**src/hw/serial_port_pkg.sv**
```systemverilog
/*
 Constants, register map and carrier types for the buffered serial port
 data paths. Assumes a 125 MHz ref_clk and an AXI4-Lite master.
*/
// Operation
// - Bits go shift stage, buffer, receive register.
// - Unread receive register stalls buffer drain; only a full buffer stalls the shift-stage copy.
// - Stall sets receive-full; shift stage gets overwritten.
// - Receive-full raises no interrupt; poll it.
// - Early receive sync aborts, restarts reception.
// - Early receive sync drops word, sets error.
// - Early transmit sync aborts, restarts transmission.
// - Early transmit sync loses word, sets error.
// - Written transmit word copied into shift stage.
// - Transmit sync shifts stage out on pin.
// - No new word: resend previous on sync.
// - Transmit-empty reads 0 while repeating stale data.
// - Transmit-empty raises no interrupt; poll it.
package serial_port_pkg;
	localparam int WORD_BITS = 16;
	localparam logic [4:0] WORD_LAST = 5'h0f;
	// Register byte offsets
	localparam logic [7:0] OFS_RX_DATA = 8'h00;
	localparam logic [7:0] OFS_TX_DATA = 8'h04;
	localparam logic [7:0] OFS_STATUS = 8'h08;
	localparam logic [7:0] OFS_IRQ_STAT = 8'h0c;
	localparam logic [7:0] OFS_IRQ_MASK = 8'h10;
	// Status field positions
	localparam int ST_RXFULL = 0;
	localparam int ST_TXEMPTY = 1;
	localparam int ST_RXSYNCERR = 2;
	localparam int ST_TXSYNCERR = 3;
	// Interrupt bit positions
	localparam int IRQ_RXSYNC = 0;
	localparam int IRQ_TXSYNC = 1;
	localparam logic [1:0] IRQ_MASK_RESET = 2'h0;
	localparam logic [1:0] RESP_OKAY = 2'h0;
	localparam logic [1:0] RESP_SLVERR = 2'h2;

	// Sampled link inputs after synchronising
	typedef struct packed {
		logic clk;
		logic rxSync;
		logic rxData;
		logic txSync;
	} link_in_t;
endpackage

```
**src/hw/buffered_serial_port.sv**
```systemverilog
/*
 Receive and transmit data paths of a buffered serial port with overrun,
 frame-sync and underflow detection, AXI4-Lite register slave.
 Assumes the link clock, syncs and data come from another domain; frame
 syncs are sampled on rising link clock edges, data driven on falling.
*/
module buffered_serial_port
	import serial_port_pkg::*;
(
	input wire logic ref_clk,
	input wire logic reset_n,
	input wire logic [7:0] s_axi_awaddr,
	input wire logic s_axi_awvalid,
	output logic s_axi_awready,
	input wire logic [31:0] s_axi_wdata,
	input wire logic [3:0] s_axi_wstrb,
	input wire logic s_axi_wvalid,
	output logic s_axi_wready,
	output logic [1:0] s_axi_bresp,
	output logic s_axi_bvalid,
	input wire logic s_axi_bready,
	input wire logic [7:0] s_axi_araddr,
	input wire logic s_axi_arvalid,
	output logic s_axi_arready,
	output logic [31:0] s_axi_rdata,
	output logic [1:0] s_axi_rresp,
	output logic s_axi_rvalid,
	input wire logic s_axi_rready,
	input wire logic linkClk,
	input wire logic rxFrameSync,
	input wire logic rxDataPin,
	input wire logic txFrameSync,
	output logic txDataPin,
	output logic irq
);
	// Three-stage synchronisers; only stages 2 and 3 are looked at
	link_in_t s1Reg, s2Reg, s3Reg;
	link_in_t rawIn;
	logic linkLvl_reg, linkLvl_next;
	assign rawIn = '{clk: linkClk, rxSync: rxFrameSync,
		rxData: rxDataPin, txSync: txFrameSync};
	always_ff @(posedge ref_clk or negedge reset_n) begin
		if (!reset_n) begin
			s1Reg <= '0;
			s2Reg <= '0;
			s3Reg <= '0;
			linkLvl_reg <= 1'b0;
		end else begin
			s1Reg <= rawIn;
			s2Reg <= s1Reg;
			s3Reg <= s2Reg;
			linkLvl_reg <= linkLvl_next;
		end
	end
	// Level moves once stages 2 and 3 agree; a lone glitch is ignored
	logic linkRise, linkFall;
	assign linkLvl_next = (s2Reg.clk == s3Reg.clk) ? s3Reg.clk
		: linkLvl_reg;
	assign linkRise = linkLvl_next & ~linkLvl_reg;
	assign linkFall = ~linkLvl_next & linkLvl_reg;
	// Bus side signals
	logic wrFire, rdFire, rxRead, txWrite;
	logic [31:0] wrData;
	// Receive path state
	logic [WORD_BITS-1:0] rxShift_reg, rxShift_next;
	logic [4:0] rxCnt_reg, rxCnt_next;
	logic rxActive_reg, rxActive_next;
	logic [WORD_BITS-1:0] rxBuf_reg, rxBuf_next;
	logic rxBufValid_reg, rxBufValid_next;
	logic [WORD_BITS-1:0] rxData_reg, rxData_next;
	logic rxFull_reg, rxFull_next;
	logic rxUnread_reg, rxUnread_next;
	logic rxSyncErrEv;
	// Receive stages; a sync mid-word restarts the word
	always_comb begin
		logic wordDone;
		wordDone = 1'b0;
		rxShift_next = rxShift_reg;
		rxCnt_next = rxCnt_reg;
		rxActive_next = rxActive_reg;
		rxBuf_next = rxBuf_reg;
		rxBufValid_next = rxBufValid_reg;
		rxData_next = rxData_reg;
		rxUnread_next = rxUnread_reg;
		rxFull_next = rxFull_reg;
		rxSyncErrEv = 1'b0;
		if (linkRise) begin
			if (s3Reg.rxSync) begin
				rxSyncErrEv = rxActive_reg;
				rxActive_next = 1'b1;
				rxCnt_next = 5'h01;
				rxShift_next = {{(WORD_BITS-1){1'b0}}, s3Reg.rxData};
			end else if (rxActive_reg) begin
				rxShift_next = {rxShift_reg[WORD_BITS-2:0], s3Reg.rxData};
				rxCnt_next = rxCnt_reg + 5'h01;
				if (rxCnt_reg == WORD_LAST) begin
					wordDone = 1'b1;
					rxActive_next = 1'b0;
				end
			end
		end
		if (rxRead) begin
			rxUnread_next = 1'b0;
			rxFull_next = 1'b0;
		end
		// Drain buffer into the receive register when it is free
		if (rxBufValid_reg && !rxUnread_next) begin
			rxData_next = rxBuf_reg;
			rxUnread_next = 1'b1;
			rxBufValid_next = 1'b0;
		end
		if (wordDone) begin
			if (!rxBufValid_next) begin
				rxBuf_next = rxShift_next;
				rxBufValid_next = 1'b1;
			end else begin
				rxFull_next = 1'b1;
			end
		end
	end
	// Receive state registers
	always_ff @(posedge ref_clk or negedge reset_n) begin
		if (!reset_n) begin
			rxShift_reg <= '0;
			rxCnt_reg <= '0;
			rxActive_reg <= 1'b0;
			rxBuf_reg <= '0;
			rxBufValid_reg <= 1'b0;
			rxData_reg <= '0;
			rxUnread_reg <= 1'b0;
			rxFull_reg <= 1'b0;
		end else begin
			rxShift_reg <= rxShift_next;
			rxCnt_reg <= rxCnt_next;
			rxActive_reg <= rxActive_next;
			rxBuf_reg <= rxBuf_next;
			rxBufValid_reg <= rxBufValid_next;
			rxData_reg <= rxData_next;
			rxUnread_reg <= rxUnread_next;
			rxFull_reg <= rxFull_next;
		end
	end
	// Transmit path state
	logic [WORD_BITS-1:0] txHold_reg, txHold_next;
	logic txNew_reg, txNew_next;
	logic [WORD_BITS-1:0] txShift_reg, txShift_next;
	logic [4:0] txCnt_reg, txCnt_next;
	logic txActive_reg, txActive_next;
	logic txPend_reg, txPend_next;
	logic txEmpty_reg, txEmpty_next;
	logic txPin_reg, txPin_next;
	logic txSyncErrEv;
	// Transmit: sync latches a word, falling edges drive bits
	always_comb begin
		txHold_next = txHold_reg;
		txNew_next = txNew_reg;
		txShift_next = txShift_reg;
		txCnt_next = txCnt_reg;
		txActive_next = txActive_reg;
		txPend_next = txPend_reg;
		txEmpty_next = txEmpty_reg;
		txPin_next = txPin_reg;
		txSyncErrEv = 1'b0;
		if (txWrite) begin
			txHold_next = wrData[WORD_BITS-1:0];
			txNew_next = 1'b1;
		end
		if (linkRise && s3Reg.txSync) begin
			txSyncErrEv = txActive_reg | txPend_reg;
			txShift_next = txHold_reg;
			txEmpty_next = txNew_reg;
			txNew_next = txWrite;
			txPend_next = 1'b1;
			txActive_next = 1'b0;
		end else if (linkFall && (txPend_reg || txActive_reg)) begin
			txPin_next = txShift_reg[WORD_BITS-1];
			txShift_next = {txShift_reg[WORD_BITS-2:0], 1'b0};
			txCnt_next = txPend_reg ? 5'h01 : txCnt_reg + 5'h01;
			txPend_next = 1'b0;
			txActive_next = !(!txPend_reg && txCnt_reg == WORD_LAST);
		end
	end
	// Transmit state registers
	always_ff @(posedge ref_clk or negedge reset_n) begin
		if (!reset_n) begin
			txHold_reg <= '0;
			txNew_reg <= 1'b0;
			txShift_reg <= '0;
			txCnt_reg <= '0;
			txActive_reg <= 1'b0;
			txPend_reg <= 1'b0;
			txEmpty_reg <= 1'b1;
			txPin_reg <= 1'b0;
		end else begin
			txHold_reg <= txHold_next;
			txNew_reg <= txNew_next;
			txShift_reg <= txShift_next;
			txCnt_reg <= txCnt_next;
			txActive_reg <= txActive_next;
			txPend_reg <= txPend_next;
			txEmpty_reg <= txEmpty_next;
			txPin_reg <= txPin_next;
		end
	end
	assign txDataPin = txPin_reg;
	// Sticky sync error flags; only these two can interrupt
	logic [1:0] irqStat_reg, irqStat_next;
	logic [1:0] irqMask_reg, irqMask_next;
	logic [1:0] w1c;
	always_comb begin
		w1c = (wrFire && s_axi_awaddr == OFS_IRQ_STAT) ? wrData[1:0] : 2'h0;
		irqStat_next = irqStat_reg & ~w1c;
		// Set after clear so a same-cycle event is kept
		if (rxSyncErrEv)
			irqStat_next[IRQ_RXSYNC] = 1'b1;
		if (txSyncErrEv)
			irqStat_next[IRQ_TXSYNC] = 1'b1;
		irqMask_next = irqMask_reg;
		if (wrFire && s_axi_awaddr == OFS_IRQ_MASK)
			irqMask_next = wrData[1:0];
	end
	always_ff @(posedge ref_clk or negedge reset_n) begin
		if (!reset_n) begin
			irqStat_reg <= '0;
			irqMask_reg <= IRQ_MASK_RESET;
		end else begin
			irqStat_reg <= irqStat_next;
			irqMask_reg <= irqMask_next;
		end
	end
	// Full and empty flags stay out of the interrupt
	assign irq = |(irqStat_reg & irqMask_reg);
	// AXI4-Lite slave: takes address and data together, one at a time
	logic bValid_reg, bValid_next, rValid_reg, rValid_next;
	logic [1:0] bResp_reg, bResp_next, rResp_reg, rResp_next;
	logic [31:0] rData_reg, rData_next;
	logic wrOk;
	assign wrFire = s_axi_awvalid & s_axi_wvalid & ~bValid_reg;
	assign rdFire = s_axi_arvalid & ~rValid_reg;
	assign s_axi_awready = wrFire;
	assign s_axi_wready = wrFire;
	assign s_axi_arready = rdFire;
	assign wrData = s_axi_wdata;
	assign wrOk = s_axi_awaddr == OFS_TX_DATA ||
		s_axi_awaddr == OFS_IRQ_STAT || s_axi_awaddr == OFS_IRQ_MASK;
	assign txWrite = wrFire && s_axi_awaddr == OFS_TX_DATA;
	assign rxRead = rdFire && s_axi_araddr == OFS_RX_DATA;
	always_comb begin
		logic [31:0] st;
		st = 32'h0;
		st[ST_RXFULL] = rxFull_reg;
		st[ST_TXEMPTY] = txEmpty_reg;
		st[ST_RXSYNCERR] = irqStat_reg[IRQ_RXSYNC];
		st[ST_TXSYNCERR] = irqStat_reg[IRQ_TXSYNC];
		bValid_next = bValid_reg & ~s_axi_bready;
		bResp_next = bResp_reg;
		if (wrFire) begin
			bValid_next = 1'b1;
			bResp_next = wrOk ? RESP_OKAY : RESP_SLVERR;
		end
		rValid_next = rValid_reg & ~s_axi_rready;
		rResp_next = rResp_reg;
		rData_next = rData_reg;
		if (rdFire) begin
			rValid_next = 1'b1;
			rResp_next = RESP_OKAY;
			case (s_axi_araddr)
				OFS_RX_DATA: rData_next = {16'h0000, rxData_reg};
				OFS_TX_DATA: rData_next = {16'h0000, txHold_reg};
				OFS_STATUS: rData_next = st;
				OFS_IRQ_STAT: rData_next = {30'h0, irqStat_reg};
				OFS_IRQ_MASK: rData_next = {30'h0, irqMask_reg};
				default: begin
					rData_next = 32'h0;
					rResp_next = RESP_SLVERR;
				end
			endcase
		end
	end
	always_ff @(posedge ref_clk or negedge reset_n) begin
		if (!reset_n) begin
			bValid_reg <= 1'b0;
			bResp_reg <= RESP_OKAY;
			rValid_reg <= 1'b0;
			rResp_reg <= RESP_OKAY;
			rData_reg <= '0;
		end else begin
			bValid_reg <= bValid_next;
			bResp_reg <= bResp_next;
			rValid_reg <= rValid_next;
			rResp_reg <= rResp_next;
			rData_reg <= rData_next;
		end
	end
	assign s_axi_bvalid = bValid_reg;
	assign s_axi_bresp = bResp_reg;
	assign s_axi_rvalid = rValid_reg;
	assign s_axi_rresp = rResp_reg;
	assign s_axi_rdata = rData_reg;
endmodule

```
**config.mk**
```make
export PLATFORM = sky130hd
export DESIGN_NAME = buffered_serial_port
export DESIGN_NICKNAME = d
export VERILOG_FILES = /design/src/hw/serial_port_pkg.sv /design/src/hw/buffered_serial_port.sv
export SDC_FILE = /design/constraint.sdc
export NUM_CORES = 1
export LEC_CHECK = 0
export ABC_AREA = 1
export BUFFER_PORTS_ARGS = -buffer_cell sky130_fd_sc_hd__buf_4
export CORE_AREA = 2 2 135 137
export CTS_BUF_LIST = sky130_fd_sc_hd__clkbuf_2 sky130_fd_sc_hd__clkbuf_4 sky130_fd_sc_hd__clkbuf_8
export CTS_CLUSTER_SIZE = 10
export DETAILED_ROUTE_END_ITERATION = 10
export DIE_AREA = 0 0 137 139
export PLACE_DENSITY = 0.64
export SYNTH_ARGS = -nofsm -noshare
export SYNTH_HDL_FRONTEND = slang
export SYNTH_SLANG_ARGS = --single-unit
```
**constraint.sdc**
```tcl
create_clock -name ref_clk -period 2 [get_ports ref_clk]
set_input_delay 0.3 -clock ref_clk [delete_from_list [all_inputs] [get_ports ref_clk]]
set_output_delay 0.3 -clock ref_clk [all_outputs]
set_load 0.02 [all_outputs]
```
==> run summary <==
Crit path top cell by count: buf_4
Rel. slew slack: 65.35%
status: complete, no violations
die area: 19040 µm²
Routed WL: 12.38 mm
Clock Skews: 0.01386 ns
All-Layer GR Usage: 14.12%
Final period util: 87.08%
Post-CTS Resized: 0
Initial Utilization: 34.45%
commonest non-fill, non-tap cell in the layout: nand2_1
drt first pass iters: 4
post-synthesis to final-layout area growth: 19.79%
sequential area share after synthesis: 55.98%
clk slew on worst S/H paths: 0.07 ns
Hold/Removal Path Class: primary input to flop
Max clock buf depth: 2
core box area: 17660 µm²
synthesized instance count: 705
flops & latches, synth: 136
kind of critical path: flop to output port
port bufs: 67
register-to-register setup slack: 0.27 ns
Distinct cells, synth: 36
Hold WS: 0.03738 ns
vias in the first global route: 4524
DR WL/cell: 12.05 µm
Peak Freq: 574.2 MHz
largest net degree at the start of global routing: 53
clk_lat worst skew: 0.44 ns
Cells after DPL: 990
Final Power: 6.272 mW
Crit. End Element: output port
Ys Warns: 0
residual DRC count: 0
Worst Tran Pin Value: 0.5190 ns
hold_buf cts: 5
Setup Fix Bufs, Post-CTS: 0
count of nets left with antenna violations after detail routing: 0
critical path cell sequence: nor2_2 -> buf_4 -> buf_4
synthesized area: 6082 µm²
dpl hpwl: 8.961 mm
Setup crit start kind: flop
CTS root buf: clkbuf_8
Mapped Avg Cell Area: 8.627 µm²
P_leak: 3.854 nW
routability-driven placement congestion ratio: 0.8000
initial antenna violation count: 0
H-tree depth: 4
IO Pins: 106
worst-path maximum fanout: 6
critical path's largest stage delay: 0.40 ns
clock period minus worst slack: 1.742 ns
share of cells above drive strength 1: 17.42%
post-DR vias/cell: 4.492
P per Cell Area: 860.8 nW/µm²
initial DRC count: 251
Final nets: 852
worst endpoint required time: 1.70 ns
FILL cells: 1774
TritonCTS clock tree: built
# rows: 49
final cell utilization of the core: 41.26%
maxcap violations: 0
TritonCTS Buffers: 17
setup TNS: 0 ns
die height: 139 µm
final hold vios: 0
clock sink count: 136
max-slew violation count: 0
final setup vio count: 0
RSZ-0062 raised after global routing: no
Crit-path slowest cell: dfrtp_1
Die X: 137 µm
WP data arrival: 1.44 ns
total congestion overflow: 0
VDD IR max: 0.5092 mV
Post-Layout Cell Count: 1027
first-pass GRT wire length: 21.38 mm
Vias: 4613
most frequent cells in the layout: nand2_1 (248), dfrtp_1 (135), buf_4 (82)
ant diodes: 0
-- per-stage QoR --
step	setup WS (ns)	instance area (µm²)
after floorplan	0.3953	6146
after global routing	0.01117	7286
after global placement	0.2756	6803
after detailed placement	0.2708	6803
after CTS	0.2119	7286
final	0.2583	7286
-- path summary, 6_finish.rpt --
| check | from | endpoint | cells past startpoint |
|---|---|---|---|
| setup / recovery | s_axi_rvalid | s_axi_arready | 3 |
| hold / removal | s_axi_bready | s_axi_bvalid | 2 |
| setup reg to reg | rxCnt_reg[0] | rxBuf_reg[7] | 11 |
| hold reg to reg | s1Reg[1] | s2Reg[1] | 0 |
| max in group asynchronous | reset_n | txShift_reg[10] | 3 |
| min in group asynchronous | reset_n | linkLvl_reg | 2 |
-- report_power, final --
part           internal, mW  total [mW]  leakage [nW]  switching, mW
Clock                  1.46        2.43         0.228          0.966
Sequential             2.98        3.11          1.79          0.133
Combinational         0.282       0.735          1.84          0.453
-- area by class of cell --
cell class	count	area (µm²)	share of cell area [%]
tap	229	286.5	3.933
multi-input combinational	483	2231	30.62
clock inverter	3	90.09	1.236
clock buffer	29	342.8	4.705
timing repair buffer	90	716.9	9.840
sequential	136	3405	46.73
inverter	57	214.0	2.937
-- synth_stat cells (all sizes together) --
| cell | number | area (µm²) |
|---|---|---|
| nand2 | 254 | 988.4 |
| dfrtp | 135 | 3378 |
| nand3 | 77 | 410.4 |
| inv | 57 | 214.0 |
| o21ai | 55 | 275.3 |
| buf | 39 | 270.3 |
| nor2 | 31 | 152.6 |
| a21oi | 17 | 88.84 |
| a21o | 9 | 67.56 |
| clkbuf | 7 | 26.28 |
| ha | 4 | 50.05 |
| a22oi | 3 | 22.52 |
| nand4 | 3 | 18.77 |
| o22ai | 3 | 18.77 |
| o21bai | 2 | 15.01 |
| a22o | 1 | 8.760 |
| and2 | 1 | 6.260 |
| conb | 1 | 3.750 |
| dfstp | 1 | 26.28 |
| mux2 | 1 | 11.26 |
| nand3b | 1 | 7.510 |
| nor3 | 1 | 5.000 |
| o211ai | 1 | 7.510 |
| xor2 | 1 | 8.760 |
-- worst max-delay path: cells and delay by family (launching register included) --
| kind | cells | cell delay, ns |
|---|---|---|
| flip-flops | 1 | 0.40 |
| AND/OR/NAND/NOR | 1 | 0.24 |
| buffers and inverters | 2 | 0.36 |
-- cells by family (layout without fill, tap and decap cells) --
logic type / Yosys count / after routing / synth area share, %
AO/OA/AOI/OAI: 91 / 91 / 8.291
XOR/XNOR: 1 / 1 / 0.1440
adder cells (fa/ha/maj): 4 / 4 / 0.8229
buffers and inverters: 103 / 179 / 8.393
flip-flops: 136 / 136 / 55.98
multiplexers: 1 / 1 / 0.1851
other: 1 / 18 / 0.06166
AND/OR/NAND/NOR: 368 / 368 / 26.13
-- routing by layer --
metal	vias to the layer above	GRT usage, %	share of wire (%)
li1	2378	-	-
met2	63	22.70	49
met4	0	5.263	1.9
met1	2151	17.96	46
met3	21	4.094	3.5
met5	-	0	0
Note: power is estimated with default switching activity, not from simulation.
